## src/fbdx_pkg.sv

```systemverilog
// Shared constants and types of the fieldbus data exchange block
package fbdx_pkg;
   // ********************
   // Link word layout
   // ********************
   localparam int NUM_WORDS = 16;            // Words each way
   typedef logic [NUM_WORDS-1:0][15:0] fbdx_words_t;  // Sixteen 16-bit link words
   // ********************
   // Selection codes
   // ********************
   localparam logic [3:0] SEL_CMD    = 4'h0; // Command mode
   localparam logic [3:0] SEL_STATUS = 4'h1; // Status monitor
   localparam logic [3:0] SEL_POS    = 4'h2; // Current position monitor
   localparam logic [3:0] SEL_CNT    = 4'h3; // Counter monitor
   localparam logic [3:0] SEL_RESET  = 4'h0; // Selection after reset
   // ********************
   // Counter monitor sub-modes
   // ********************
   localparam logic [15:0] CNT_ARB = 16'h0000; // Arbitrary selection
   localparam logic [15:0] CNT_SEQ = 16'h0001; // Sequence-number mode
   // ********************
   // Command codes and error codes
   // ********************
   localparam logic [15:0] CMD_STATUS = 16'hB900; // Request status
   localparam logic [15:0] CMD_POS    = 16'hE300; // Request position
   localparam logic [15:0] ERR_NONE   = 16'h0000; // Normal
   localparam logic [15:0] ERR_BAD    = 16'h1000; // Command analysis error
   localparam logic [15:0] ERR_BUSY   = 16'h2000; // Cannot execute now
   // ********************
   // Word positions inside a reply
   // ********************
   localparam int W_CODE = 0;  // Echo of command code
   localparam int W_ARG  = 1;  // Echo of argument
   localparam int W_VAL  = 2;  // Value word
   localparam int W_ERR  = 3;  // Error code word
   localparam int W_AXIS = 4;  // First axis coordinate word
   // ********************
   // Timing
   // ********************
   localparam int CLK_PERIOD_NS = 4;   // 250 MHz clock
   localparam int ECHO_DELAY_MS = 10;  // Selection echo lag
   localparam int ECHO_CYCLES   = ECHO_DELAY_MS * 1000000 / CLK_PERIOD_NS;
   // ********************
   // Station handshake states
   // ********************
   typedef enum logic [1:0] {
      ST_IDLE,
      ST_EXEC,
      ST_FINISH
   } fbdx_st_t;
endpackage

```

## src/fbdx_link_if.sv

```systemverilog
// Link between fieldbus master and secondary station
`timescale 1ns/1ns
interface fbdx_link_if;
   fbdx_pkg::fbdx_words_t cmdWords;      // Outgoing command words
   logic                  cmdRequest;    // Command processing request
   logic [3:0]            modeSelectIn;  // Data selection code
   fbdx_pkg::fbdx_words_t replyWords;    // Incoming reply words
   logic                  procFinish;    // Processing finish flag
   logic                  cmdError;      // Command error flag
   logic [3:0]            modeSelectChk; // Echoed selection code

   // Master end
   modport master (
      output cmdWords,
      output cmdRequest,
      output modeSelectIn,
      input  replyWords,
      input  procFinish,
      input  cmdError,
      input  modeSelectChk
   );
   // Station end
   modport station (
      input  cmdWords,
      input  cmdRequest,
      input  modeSelectIn,
      output replyWords,
      output procFinish,
      output cmdError,
      output modeSelectChk
   );
endinterface

```

## src/fbdx_sel_echo.sv

```systemverilog
// Delayed echo of the data selection code
`timescale 1ns/1ns
module fbdx_sel_echo #(
   parameter int DELAY = fbdx_pkg::ECHO_CYCLES
) (
   // Clock and reset
   input  wire logic       clk,
   input  wire logic       sys_rst,
   // Selection in and echo out
   input  wire logic [3:0] selIn,
   output logic      [3:0] selOut
);
   logic [3:0]  pend_r;  // Code being timed
   logic [31:0] cnt_r;   // Cycles the code has been stable
   wire         changed = (selIn != pend_r);      // Input moved
   wire         expired = (cnt_r >= 32'(DELAY - 1)); // Lag elapsed

   // Restart the lag on every change, copy when it elapses
   always_ff @(posedge clk) begin
      if (sys_rst) begin
         pend_r <= fbdx_pkg::SEL_RESET;
         cnt_r  <= 32'h0000_0000;
         selOut <= fbdx_pkg::SEL_RESET;
      end else if (changed) begin
         pend_r <= selIn;
         cnt_r  <= 32'h0000_0000;
      end else if (!expired) begin
         cnt_r <= cnt_r + 32'h0000_0001;
      end else begin
         selOut <= pend_r;
      end
   end
endmodule

```

## src/fbdx_station.sv

```systemverilog
// Secondary station end: command handshake, monitor refresh, echo
`timescale 1ns/1ns
module fbdx_station #(
   parameter int ECHO_CYCLES = fbdx_pkg::ECHO_CYCLES
) (
   // Clock and reset
   input  wire logic                  clk,
   input  wire logic                  sys_rst,
   // Link to the master
   fbdx_link_if.station               link,
   // Controller data
   input  wire logic [15:0]           statusVal,
   input  wire logic [3:0][31:0]      axisPos,
   input  wire logic [31:0]           counterVal,
   input  wire logic [15:0]           seqNo,
   input  wire logic                  ctrlBusy,
   // Command seen by the controller
   output logic                       cmdValid,
   output fbdx_pkg::fbdx_words_t      cmdBuf
);
   // ********************
   // State
   // ********************
   fbdx_pkg::fbdx_st_t    st_r;       // Handshake state
   fbdx_pkg::fbdx_st_t    st_nxt;     // Next handshake state
   fbdx_pkg::fbdx_words_t reply_r;    // Send-reply buffer
   fbdx_pkg::fbdx_words_t reply_nxt;  // Next reply
   logic                  finish_r;   // Finish flag
   logic                  error_r;    // Error flag
   logic                  errPend_r;  // Result of last command failed
   logic                  errPend_nxt;
   logic                  req_r;      // Previous request level

   // ********************
   // Decoding
   // ********************
   wire cmdMode  = (link.modeSelectIn == fbdx_pkg::SEL_CMD);
   wire reqRise  = link.cmdRequest && !req_r;
   // Requests outside command mode or mid-command are ignored
   wire startCmd = cmdMode && reqRise && (st_r == fbdx_pkg::ST_IDLE);
   wire isStatus = (cmdBuf[fbdx_pkg::W_CODE] == fbdx_pkg::CMD_STATUS);
   wire isPos    = (cmdBuf[fbdx_pkg::W_CODE] == fbdx_pkg::CMD_POS);
   wire known    = isStatus || isPos;
   wire [15:0] errCode = !known   ? fbdx_pkg::ERR_BAD :
                         ctrlBusy ? fbdx_pkg::ERR_BUSY :
                                    fbdx_pkg::ERR_NONE;
   wire cntSeq   = (link.cmdWords[0] == fbdx_pkg::CNT_SEQ);
   wire cntArb   = (link.cmdWords[0] == fbdx_pkg::CNT_ARB);

   // Place four 32-bit axis coordinates into eight reply words
   function automatic fbdx_pkg::fbdx_words_t putAxes(
      input fbdx_pkg::fbdx_words_t w,
      input logic [3:0][31:0]      pos
   );
      fbdx_pkg::fbdx_words_t r;
      r = w;
      for (int i = 0; i < 4; i++) begin
         r[fbdx_pkg::W_AXIS + 2*i]     = pos[i][15:0];
         r[fbdx_pkg::W_AXIS + 2*i + 1] = pos[i][31:16];
      end
      return r;
   endfunction

   // ********************
   // Next reply and handshake
   // ********************
   // Monitor modes rebuild the reply each cycle, command mode on execute
   always_comb begin
      reply_nxt   = reply_r;
      st_nxt      = st_r;
      errPend_nxt = errPend_r;
      unique case (st_r)
         fbdx_pkg::ST_IDLE: begin
            if (startCmd) begin
               st_nxt = fbdx_pkg::ST_EXEC;
            end
         end
         fbdx_pkg::ST_EXEC: begin
            // Build the reply from the receive buffer
            reply_nxt = '0;
            reply_nxt[fbdx_pkg::W_CODE] = cmdBuf[fbdx_pkg::W_CODE];
            reply_nxt[fbdx_pkg::W_ERR]  = errCode;
            if (errCode == fbdx_pkg::ERR_NONE && isStatus) begin
               reply_nxt[fbdx_pkg::W_ARG] = cmdBuf[fbdx_pkg::W_ARG];
               reply_nxt[fbdx_pkg::W_VAL] = statusVal;
            end else if (errCode == fbdx_pkg::ERR_NONE) begin
               reply_nxt = putAxes(reply_nxt, axisPos);
            end
            errPend_nxt = (errCode != fbdx_pkg::ERR_NONE);
            st_nxt      = fbdx_pkg::ST_FINISH;
         end
         fbdx_pkg::ST_FINISH: begin
            // Flags stand until the master drops its request
            if (!link.cmdRequest) begin
               st_nxt = fbdx_pkg::ST_IDLE;
            end
         end
      endcase
      // Continuous monitor refresh, no handshake
      if (!cmdMode) begin
         reply_nxt = '0;
         reply_nxt[fbdx_pkg::W_CODE] = link.cmdWords[0];
         unique case (link.modeSelectIn)
            fbdx_pkg::SEL_STATUS: begin
               reply_nxt[fbdx_pkg::W_VAL] = statusVal;
            end
            fbdx_pkg::SEL_POS: begin
               reply_nxt = putAxes(reply_nxt, axisPos);
            end
            fbdx_pkg::SEL_CNT: begin
               // Sub-mode chooses what word one holds; the same counter value is shown in every sub-mode
               if (cntSeq) begin
                  reply_nxt[fbdx_pkg::W_ARG] = seqNo;
               end else if (cntArb) begin
                  reply_nxt[fbdx_pkg::W_ARG] = link.cmdWords[1];
               end else begin
                  reply_nxt[fbdx_pkg::W_ERR] = fbdx_pkg::ERR_BAD;
               end
               reply_nxt[fbdx_pkg::W_VAL]     = counterVal[15:0];
               reply_nxt[fbdx_pkg::W_VAL + 2] = counterVal[31:16];
            end
            default: begin
               reply_nxt = '0; // Reserved codes give zeros
            end
         endcase
         st_nxt = fbdx_pkg::ST_IDLE;
      end
   end

   // ********************
   // Registers
   // ********************
   // Handshake state and flags
   always_ff @(posedge clk) begin
      if (sys_rst) begin
         st_r      <= fbdx_pkg::ST_IDLE;
         errPend_r <= 1'b0;
         req_r     <= 1'b0;
      end else begin
         st_r      <= st_nxt;
         errPend_r <= errPend_nxt;
         req_r     <= link.cmdRequest;
      end
   end

   // Receive buffer latched at the request edge
   always_ff @(posedge clk) begin
      if (sys_rst) begin
         cmdBuf   <= '0;
         cmdValid <= 1'b0;
      end else begin
         cmdValid <= startCmd;
         if (startCmd) begin
            cmdBuf <= link.cmdWords;
         end
      end
   end

   // Reply words then finish one cycle later
   always_ff @(posedge clk) begin
      if (sys_rst) begin
         reply_r  <= '0;
         finish_r <= 1'b0;
         error_r  <= 1'b0;
      end else begin
         reply_r <= reply_nxt;
         if (st_r == fbdx_pkg::ST_FINISH && link.cmdRequest) begin
            finish_r <= 1'b1;
            error_r  <= errPend_r;
         end else begin
            finish_r <= 1'b0;
            error_r  <= 1'b0;
         end
      end
   end

   // Link outputs come straight from the reply and flag registers
   assign link.replyWords = reply_r;
   assign link.procFinish = finish_r;
   assign link.cmdError   = error_r;

   // ********************
   // Selection echo
   // ********************
   // Echo lag restarts whenever the selection moves
   fbdx_sel_echo #(
      .DELAY (ECHO_CYCLES)
   ) u_fbdx_sel_echo (
      .clk     (clk),
      .sys_rst (sys_rst),
      .selIn   (link.modeSelectIn),
      .selOut  (link.modeSelectChk)
   );
endmodule

```

## src/flat_wrapper.sv

```systemverilog
// flat-port wrapper written by rule: the top's interface ports become plain ports
module fbdx_station_flat 
#(
   parameter int ECHO_CYCLES = fbdx_pkg::ECHO_CYCLES
)
  (clk, sys_rst, statusVal, axisPos, counterVal, seqNo, ctrlBusy, cmdValid, cmdBuf, link_cmdWords, link_cmdRequest, link_modeSelectIn, link_replyWords, link_procFinish, link_cmdError, link_modeSelectChk);
  fbdx_link_if link_i ();
  input  wire logic clk;
  input  wire logic sys_rst;
  input  wire logic [15:0] statusVal;
  input  wire logic [3:0][31:0] axisPos;
  input  wire logic [31:0] counterVal;
  input  wire logic [15:0] seqNo;
  input  wire logic ctrlBusy;
  output logic cmdValid;
  output fbdx_pkg::fbdx_words_t cmdBuf;
  input wire logic [$bits(link_i.cmdWords)-1:0] link_cmdWords;
  input wire logic [$bits(link_i.cmdRequest)-1:0] link_cmdRequest;
  input wire logic [$bits(link_i.modeSelectIn)-1:0] link_modeSelectIn;
  output wire logic [$bits(link_i.replyWords)-1:0] link_replyWords;
  output wire logic [$bits(link_i.procFinish)-1:0] link_procFinish;
  output wire logic [$bits(link_i.cmdError)-1:0] link_cmdError;
  output wire logic [$bits(link_i.modeSelectChk)-1:0] link_modeSelectChk;
  assign link_i.cmdWords = link_cmdWords;
  assign link_i.cmdRequest = link_cmdRequest;
  assign link_i.modeSelectIn = link_modeSelectIn;
  assign link_replyWords = link_i.replyWords;
  assign link_procFinish = link_i.procFinish;
  assign link_cmdError = link_i.cmdError;
  assign link_modeSelectChk = link_i.modeSelectChk;
  fbdx_station #(.ECHO_CYCLES(ECHO_CYCLES)) u_core (.clk(clk), .sys_rst(sys_rst), .link(link_i), .statusVal(statusVal), .axisPos(axisPos), .counterVal(counterVal), .seqNo(seqNo), .ctrlBusy(ctrlBusy), .cmdValid(cmdValid), .cmdBuf(cmdBuf));
endmodule
```

## config.mk

```make
export PLATFORM = sky130hd
export DESIGN_NAME = fbdx_station_flat
export DESIGN_NICKNAME = d
export VERILOG_FILES = /design/src/fbdx_pkg.sv /design/src/fbdx_link_if.sv /design/src/fbdx_sel_echo.sv /design/src/fbdx_station.sv /design/src/flat_wrapper.sv
export SDC_FILE = /design/constraint.sdc
export NUM_CORES = 1
export LEC_CHECK = 0
export BUFFER_PORTS_ARGS = -buffer_cell sky130_fd_sc_hd__clkbuf_2
export CELL_PAD_IN_SITES_DETAIL_PLACEMENT = 1
export CELL_PAD_IN_SITES_GLOBAL_PLACEMENT = 1
export CORE_AREA = 2 2 383 385
export CTS_BUF_LIST = sky130_fd_sc_hd__clkbuf_8
export CTS_CLUSTER_DIAMETER = 100
export DETAILED_ROUTE_END_ITERATION = 16
export DIE_AREA = 0 0 385 387
export GPL_TIMING_DRIVEN = 0
export PLACE_DENSITY = 0.35
export SLEW_MARGIN = 25
export SYNTH_ARGS = -nofsm -noshare
export SYNTH_HDL_FRONTEND = slang
export SYNTH_SLANG_ARGS = --single-unit
```

## constraint.sdc

```tcl
create_clock -name clk -period 6.45 [get_ports clk]
set_input_delay 0.3225 -clock clk [delete_from_list [all_inputs] [get_ports clk]]
set_output_delay 0.3225 -clock clk [all_outputs]
set_load 0.02 [all_outputs]
```

==> qor.csv, run 1 <==
metric,value,unit
synth_seq_area_share,52.3,%
syn_to_final_growth,75.9,%
drive_above_1_share,33.2,%
clkSlewWorstSetupHoldPaths,0.06,ns
start_util,12.7,%
synth_top_area_share,52.3,%
hold_violations,0,
ys.flop_type,dfxtp_1,
first_pass_iters,5,
drtAntennaViolNets,0,
yosysMostFrequentCell,nand2_1,
grt.total_usage,15.1,%
relSlewSlack,35.9,%
syn-mean-instance-area,8.85,um^2
final_core_util,22.4,%
synthTopCellsByArea,"dfxtp_1 (52%), nand2_1 (11%), a21oi_1 (7.7%), a22o_1 (5.4%), buf_4 (4.2%)",
placedCellCount,4970,
grt_first_pass_wirelength,165,mm
clkLatencyLatePin,0.81,ns
synth-async-reset-ratio,0,%
dpl.hpwl,91.5,mm
antenna_found_initial,11,
syn_area,18400,um^2
setup_viol,0,
die_w,385,um
port_buffers,893,
cts_buffers,103,
worstSetupEndpointType,register,
vias_per_cell,3.74,
drv_cap,0,
io_pins,975,
netlist_instances,2082,
synth_cell_types,62,
clockRootBuffer,clkbuf_8,
gp_congestion,0.795,
vias,21064,
pwr-share-clk,48.4,%
cts.sinks,481,
grt_pass1_vias,22695,
rsz0062_at_grt,false,
setup_tns,0,ns
cts_max_level,3,
path_max_fanout,10,
min_period,3.84,ns
max_slew.worst_pin.slew,0.962,ns
num-fill-cells,17326,
critical_path_class,input port to register,
crit_path_start_kind,input port,
pwr-share-comb,10.5,%
status,"complete, no violations",
drc_errors,0,
die-area,149000,um^2
synth_top_cell_by_area,dfxtp_1,
leakagePower,14.0,nW
drt_iter0_drc,822,
clk_path_buf_depth,3,
ys_seq_elements,481,
grt_max_degree,17,
dieHeight,387,um
ys_warn_count,0,
wl,116,mm
rows,140,
finalMaxSlewViolations,0,
ir_drop,0.125,mV
p_int,5.36,mW
finalCritPeriodShare,59.5,%
synth_common_cells,"nand2_1 (546), dfxtp_1 (481), a21oi_1 (285)",
core_area,145000,um^2
whs,0.119,ns
synth_edf_count,0,
fmax,0.261,GHz
seq_power_share,41.1,%
avgRoutedWirePerCell,20.6,um
grt-ovfl-total,0,
cts_tree,yes,
swShare,27.2,%
crit_arrival,4.59,ns
worst_ep_required_time,7.21,ns
p_sw,2.01,mW
fin_nets,4075,
hold_path_class,input port to register,
clock_skew,0.0637,ns
layout.cells.non_filler,5629,
power.density,227,nW/um^2
==> power by group through the flow <==
| stage | logic, mW | registers (mW) | clock network (mW) |
|---|---|---|---|
| floorplan | 0.202 | 3.13 | 0 |
| CTS | 0.783 | 3.03 | 3.77 |
| detailed placement | 0.536 | 3.09 | 0 |
| global placement | 0.535 | 3.09 | 0 |
| global route | 0.834 | 3.03 | 3.89 |
| finish | 0.771 | 3.03 | 3.57 |
==> layout by cell type (no fill, tap or decap), types with 17 or more instances in the layout <==
cell type        n
clkbuf_2       897
nand2_1        546
dfxtp_1        481
dlygate4sd3_1  457
a21oi_1        285
clkbuf_8       136
a22o_1         113
buf_4          103
nor2_1         100
clkbuf_1        81
conb_1          78
inv_1           49
a2111oi_0       35
a211oi_1        31
buf_2           28
buf_6           27
nand3_1         18
mux2i_1         18
a31oi_1         17
==> per-stage QoR <==
step | cell area, um^2 | power, mW | setup WS, ns
2_1_floorplan | 18700 | 3.33 | 4.12
3_3_place_gp | 25600 | 3.63 | 2.85
3_5_place_dp | 25600 | 3.63 | 2.83
4_1_cts | 32400 | 7.59 | 2.67
5_1_grt | 32400 | 7.76 | 2.52
6_report | 32400 | 7.37 | 2.61
==> area by class of cell <==
cell class | instances | area, um^2 | area share, %
clock inverters | 54 | 329 | 1.02
diodes | 12 | 30.0 | 0.0927
multi-input cells | 1420 | 7490 | 23.1
repair buffers | 1351 | 9060 | 28.0
inverters | 12 | 45.0 | 0.139
plain buffers | 246 | 1550 | 4.79
flip-flops and latches | 481 | 9630 | 29.7
clock buffers | 136 | 1870 | 5.78
well taps | 1917 | 2400 | 7.40
==> state kept, by name (all words and copies together) (netlist names) <==
signal and flops:
u_core.req_r 1, u_core.cmdBuf 256, u_core.u_fbdx_sel_echo.selOut 4, u_core.cmdValid 1, u_core.u_fbdx_sel_echo.pend_r 4, u_core.u_fbdx_sel_echo.cnt_r 32, u_core.link.procFinish 1, u_core.link.cmdError 1
u_core.link.replyWords 178, u_core.errPend_r 1, u_core.st_r 2
==> critical path, cell delays in order <==
cell and delay [ns]:
dlygate4sd3_1 0.58, buf_2 0.23, or4_4 0.61, nor2_1 0.56, clkbuf_1 0.72, a221oi_1 0.21
dlygate4sd3_1 0.62, nor3_1 0.15, dlygate4sd3_1 0.56
==> per-layer routing <==
layer / track usage [%] / up-vias / part of all wire (%)
met5: 0 / - / 0.011
met4: 5.25 / 2 / 2.9
met3: 4.69 / 158 / 7.3
met2: 25.2 / 666 / 47
met1: 18.1 / 10024 / 42
li1: - / 10214 / -
==> repair_timing <==
item	CTS	global route
setup buffers	0	0
hold buffers	457	0
resized for setup	0	0
endpoints found under the hold margin	444	0
==> cell families after synthesis <==
logic type                 after synthesis  synth area share, %
AOI/OAI and AO/OA                      543                 19.8
other                                    1               0.0204
DFF                                    481                 52.3
xor gates and xnor gates                 6                0.285
muxes                                   19                 1.04
buffers and inverters                  258                 8.65
adders and majority gates                4                0.272
and+or+nand+nor                        770                 17.7
==> worst paths after layout <==
check / start / endpoint / slack, ns / cells past startpoint
max: link_modeSelectIn[0] / u_core.link.replyWords[47] / 2.61 / 9
min: sys_rst / u_core.u_fbdx_sel_echo.selOut[1] / 0.12 / 3
max reg2reg: u_core.st_r[1] / u_core.link.replyWords[47] / 2.74 / 9
min reg2reg: u_core.cmdBuf[99] / u_core.cmdBuf[99] / 0.45 / 2
No activity file was read; power rests on OpenSTA's default activity.
==> inputs of run 2 (changes only) <==
==> constraint.sdc (replaced) <==
create_clock -name clk -period 3.6 [get_ports clk]
set_input_delay 0.18 -clock clk [delete_from_list [all_inputs] [get_ports clk]]
set_output_delay 0.18 -clock clk [all_outputs]
set_load 0.02 [all_outputs]
==> run 2 against run 1 <==
Effect of this change:
- sequential power increased by 79%
- global-route usage increased by 0.084 points
- critical path depth unchanged
- wire length increased by 0.65%
- final area increased by 1.2%
- total power increased by 80%
- sequential cell count unchanged
- critical path type unchanged
==> qor.csv, run 2 (synthesis results as in run 1) <==
metric,value,unit,change
drive_above_1_share,32.9,%,-0.33 points
drc_errors,0,,unchanged
relSlewSlack,32.8,%,-3.1 points
cts.sinks,481,,unchanged
grt-ovfl-total,0,,unchanged
crit_path_start_kind,input port,,
cts_max_level,3,,unchanged
drt_iter0_drc,785,,-4.5%
cts_tree,yes,,
num-fill-cells,17312,,-0.081%
rr_worst_depth,7,,-2
reg2reg_slack,0.25,ns,-2.49 ns
rsz0062_at_grt,false,,
fmax,0.297,GHz,
largest_reg_flops,256,,unchanged
status,"complete, no violations",,
ir_drop,0.225,mV,+80%
layout_commonest_cell,clkbuf_2,,
die-area,149000,um^2,unchanged
io_pins,975,,unchanged
max_slew.worst_pin.slew,1.01,ns,+0.0465 ns
grt.total_usage,15.2,%,+0.084 points
clockRootBuffer,clkbuf_8,,
final_core_util,22.6,%,+0.28 points
avgRoutedWirePerCell,20.5,um,about the same
dp_slack,-0.0202,ns,-2.85 ns
drv_cap,0,,unchanged
first_pass_iters,5,,unchanged
clkSlewWorstSetupHoldPaths,0.06,ns,about the same
fin_nets,4115,,+0.98%
grt_max_degree,17,,unchanged
hold_path_class,input port to register,,
core_area,145000,um^2,unchanged
holdPathEnd,u_core.link.replyWords[84],,
final_cell_mix,"clkbuf_2 (896), nand2_1 (546), dlygate4sd3_1 (496), dfxtp_1 (481), a21oi_1 (285)",,
setup_viol,0,,unchanged
worst_ep_required_time,4.32,ns,-2.89 ns
r2r-start,u_core.cmdBuf[6],,
syn_to_final_growth,78.1,%,
hold_violations,0,,unchanged
regMostFlops,u_core.cmdBuf,,
path_max_fanout,10,,unchanged
antenna_found_initial,12,,+1
port_buffers,893,,unchanged
start_util,12.7,%,unchanged
crit_arrival,4.09,ns,-0.50 ns
die_w,385,um,unchanged
finalMaxSlewViolations,0,,unchanged
clock_skew,0.0629,ns,-0.000881 ns
cts_buffers,103,,unchanged
clk_path_buf_depth,3,,unchanged
gp_congestion,0.795,,unchanged
min_period,3.37,ns,
reg2reg_to,u_core.link.replyWords[74],,
drtAntennaViolNets,0,,unchanged
min_path_cells,3,,unchanged
critical_path_class,input port to register,,
leakagePower,14.1,nW,+1.0%
power.density,404,nW/um^2,+78%
grt_pass1_vias,22906,,+0.93%
worstHoldStart,axisPos[20],,
wl,116,mm,+0.65%
clkLatencyLatePin,0.81,ns,about the same
grt_first_pass_wirelength,166,mm,+0.58%
vias,21219,,+0.74%
whs,0.139,ns,+0.0200 ns
fin_ws,0.232,ns,-2.38 ns
dieHeight,387,um,unchanged
rows,140,,unchanged
finalCritPeriodShare,93.5,%,
dpl.hpwl,91.5,mm,unchanged
worstSetupEndpointType,register,,
vias_per_cell,3.74,,about the same
## run 2: changes by cell type in the layout (fill, tap and decap cells not counted)
cell           delta
buf_1             +1
nor4b_2           +1
buf_4             +1
nor4b_1           -1
dlygate4sd3_1    +39
clkbuf_2          -1
## run 2: worst max path at each step
stage | to | startpoint | cells past startpoint
2_1_floorplan | u_core.u_fbdx_sel_echo.selOut[0] | u_core.u_fbdx_sel_echo.cnt_r[0] | 8
3_5_place_dp | u_core.link.replyWords[157] | u_core.cmdBuf[15] | 7
3_3_place_gp | u_core.link.replyWords[157] | u_core.cmdBuf[15] | 7
5_1_grt | u_core.link.replyWords[65] | link_modeSelectIn[1] | 9
4_1_cts | u_core.link.replyWords[166] | u_core.cmdBuf[15] | 7
6_report | u_core.link.replyWords[65] | link_modeSelectIn[1] | 9
## run 2: final cells by class
type	count	area [um^2]	area share [%]
clock buffer	136	1870	5.71
sequential	481	9630	29.4
timing repair buffer	1391	9460	28.8
clock inverter	54	329	1.00
tap	1917	2400	7.31
buffer	246	1550	4.73
multi-input combinational	1420	7500	22.8
inverter	12	45.0	0.137
antenna	12	30.0	0.0915
## run 2: report_power, final
group / internal (mW) / total, mW / switching [mW]
Sequential: 5.39 / 5.43 / 0.0390
Clock: 3.53 / 6.40 / 2.86
Combinational: 0.717 / 1.42 / 0.707
Total: 9.64 / 13.3 / 3.61
## run 2: per-layer routing
layer / part of all wire, % / up-vias / GRT usage (%)
met5: 0.011 / - / 0
li1: - / 10296 / -
met1: 42 / 10104 / 18.2
met3: 7.1 / 155 / 4.66
met2: 48 / 662 / 25.4
met4: 3.0 / 2 / 5.37
## run 2: what timing repair did
item	CTS	global route
resized for setup	0	2
setup buffers	0	1
endpoints found under the hold margin	448	0
hold buffers	496	0
endpoints found under the setup margin	0	87
## run 2: worst max-delay path, stage by stage
cell and delay [ns]:
dlygate4sd3_1 0.55, clkbuf_1 0.36, and3_1 0.34, clkbuf_1 0.38, buf_1 0.58, a21oi_1 0.15, dlygate4sd3_1 0.58, a2111oi_0 0.37
dlygate4sd3_1 0.59
## run 2: per-stage QoR
step	total power, mW	setup TNS [ns]	cells	cell area, um^2
finish	13.3	0	5669	32800
global route	13.9	0	5664	32800
CTS	13.6	0	5656	32800
detailed placement	6.50	-0.135	4970	25600
global placement	6.50	0	4969	25600
floorplan	5.97	0	2159	18700
==> inputs of run 3 (changes only) <==
--- a/config.mk
+++ b/config.mk
@@ -14,6 +14,7 @@
 export DETAILED_ROUTE_END_ITERATION = 16
 export DIE_AREA = 0 0 385 387
 export GPL_TIMING_DRIVEN = 0
+export MAX_ROUTING_LAYER = met4
 export PLACE_DENSITY = 0.35
 export SLEW_MARGIN = 25
 export SYNTH_ARGS = -nofsm -noshare
==> run 3 against run 2 <==
Effect of this change:
- via count increased by 0.12%
- wire length rose by 0.12%
- combinational power barely moved
- clock power is essentially flat
- clock skew down 0.0040 ns
- sequential power about the same
- count of clock-buffer cells in the layout did not move
- worst hold slack better by 0.010 ns
- register-to-register slack better by 0.04 ns
- worst setup slack worse by 0.0066 ns
- global-route usage is 0.43 points higher
- largest power group unchanged
- highest routed layer is now met4
==> qor.csv, run 3 (synthesis results as in run 1) <==
metric,value,unit,change
die-area,149000,um^2,unchanged
cts_max_level,3,,unchanged
pwr-share-comb,10.7,%,about the same
r2r-start,u_core.cmdBuf[6],,
largest_reg_flops,256,,unchanged
grt.total_usage,15.6,%,+0.43 points
hold_violations,0,,unchanged
fin_nets,4115,,unchanged
avgRoutedWirePerCell,20.6,um,about the same
leakagePower,14.1,nW,unchanged
fmax,0.296,GHz,-0.20%
status,"complete, no violations",,
finalCritPeriodShare,93.7,%,+0.18 points
startpoint,link_modeSelectIn[1],,
dpl.hpwl,91.5,mm,unchanged
endpoint,u_core.link.replyWords[65],,
min_period,3.37,ns,+0.00659 ns
final_core_util,22.7,%,about the same
drive_above_1_share,32.9,%,unchanged
setup_viol,0,,unchanged
grt_first_pass_wirelength,165,mm,-0.12%
ir_drop,0.224,mV,-0.52%
grt_pass1_vias,22949,,+0.19%
worstSetupEndpointType,register,,
p_sw,3.61,mW,about the same
wl,117,mm,+0.12%
clock_skew,0.0589,ns,-0.00396 ns
crit_arrival,4.09,ns,about the same
die_w,385,um,unchanged
syn_to_final_growth,78.1,%,about the same
gp_congestion,0.806,,+1.4%
port_buffers,893,,unchanged
vias,21244,,+0.12%
rr_worst_depth,7,,unchanged
drc_errors,0,,unchanged
cts.sinks,481,,unchanged
stdcell_area,32800,um^2,about the same
rows,140,,unchanged
final_cell_mix,"clkbuf_2 (896), nand2_1 (546), dlygate4sd3_1 (496), dfxtp_1 (481), a21oi_1 (285)",,
crit_path_start_kind,input port,,
worst_ep_required_time,4.32,ns,about the same
hold_path_class,input port to register,,
path_max_fanout,10,,unchanged
drtAntennaViolNets,0,,unchanged
reg2reg_to,u_core.link.replyWords[74],,
layout_commonest_cell,clkbuf_2,,
finalMaxSlewViolations,0,,unchanged
clk_path_buf_depth,3,,unchanged
antenna_found_initial,13,,+1
cts_tree,yes,,
cts_buffers,103,,unchanged
drv_cap,0,,unchanged
dpl_cell_area,25600,um^2,unchanged
critical_path_class,input port to register,,
start_util,12.7,%,unchanged
io_pins,975,,unchanged
seq_power_share,41.0,%,about the same
first_pass_iters,5,,unchanged
relSlewSlack,32.6,%,-0.17 points
num-fill-cells,17313,,+0.0058%
dieHeight,387,um,unchanged
drt_iter0_drc,799,,+1.8%
clkLatencyLatePin,0.80,ns,about the same
grt-ovfl-total,0,,unchanged
grt_max_degree,17,,unchanged
rsz0062_at_grt,false,,
swShare,27.3,%,about the same
pwr-share-clk,48.3,%,about the same
min_path_cells,3,,unchanged
max_slew.worst_pin.slew,1.01,ns,+0.00259 ns
p_int,9.64,mW,about the same
core_area,145000,um^2,unchanged
clockRootBuffer,clkbuf_8,,
vias_per_cell,3.75,,about the same
clkSlewWorstSetupHoldPaths,0.06,ns,about the same
regMostFlops,u_core.cmdBuf,,
reg2reg_slack,0.29,ns,+0.04 ns
power.density,404,nW/um^2,about the same
[run 3: final cells by class]
class	count	area (um^2)	area share [%]
well taps	1917	2400	7.31
plain buffers	246	1550	4.73
multi-input cells	1420	7500	22.8
flip-flops and latches	481	9630	29.3
repair buffers	1391	9460	28.8
clock inverters	54	329	1.00
clock buffers	136	1870	5.70
inverters	12	45.0	0.137
diodes	15	37.5	0.114
[run 3: power by group through the flow]
| stage | combinational, mW | sequential, mW | clock [mW] |
|---|---|---|---|
| 2_1_floorplan | 0.362 | 5.61 | 0 |
| 3_3_place_gp | 0.958 | 5.54 | 0 |
| 3_5_place_dp | 0.961 | 5.54 | 0 |
| 4_1_cts | 1.44 | 5.43 | 6.76 |
| 5_1_grt | 1.54 | 5.43 | 6.97 |
| 6_report | 1.42 | 5.43 | 6.40 |
[run 3: per-layer routing]
metal  vias to the layer above  GRT usage (%)  part of all wire (%)
met3                       167           4.08                   6.5
met4                         0           5.43                   3.0
met1                     10109           18.5                    43
li1                      10291              -                     -
met5                         -              -                     0
met2                       677           25.4                    48
[run 3: how the worst min path moves through the flow]
stage                              start  slack [ns]                                to
CTS                          axisPos[36]      0.0005       u_core.link.replyWords[100]
floorplan           link_modeSelectIn[2]        0.31  u_core.u_fbdx_sel_echo.pend_r[2]
detailed placement           axisPos[78]        0.40       u_core.link.replyWords[142]
global placement            axisPos[103]        0.40       u_core.link.replyWords[167]
global route                 axisPos[20]        0.05        u_core.link.replyWords[84]
finish                      axisPos[125]        0.15       u_core.link.replyWords[189]
[run 3: what timing repair did]
action / CTS / global route
buffers inserted: 0 / 1
endpoints found under the hold margin: 448 / 0
resized for setup: 0 / 1
endpoints found under the setup margin: 0 / 86
hold buffers: 496 / 0
[run 3: worst max-delay path: stages]
cell and delay, ns:
dlygate4sd3_1 0.55, clkbuf_1 0.35, and3_1 0.35, clkbuf_1 0.36, clkbuf_1 0.59, a21oi_1 0.15
dlygate4sd3_1 0.58, a2111oi_0 0.37, dlygate4sd3_1 0.59
[run 3: stage by stage]
step	hold slack, ns	total power, mW	TNS [ns]	instances	setup slack (ns)
global route	0.0488	13.9	0	5666	0.00740
detailed placement	0.402	6.50	-0.135	4970	-0.0202
floorplan	0.308	5.97	0	2159	1.35
global placement	0.398	6.50	0	4969	0.00321
CTS	0.000504	13.6	0	5656	0.00508
finish	0.149	13.3	0	5672	0.226
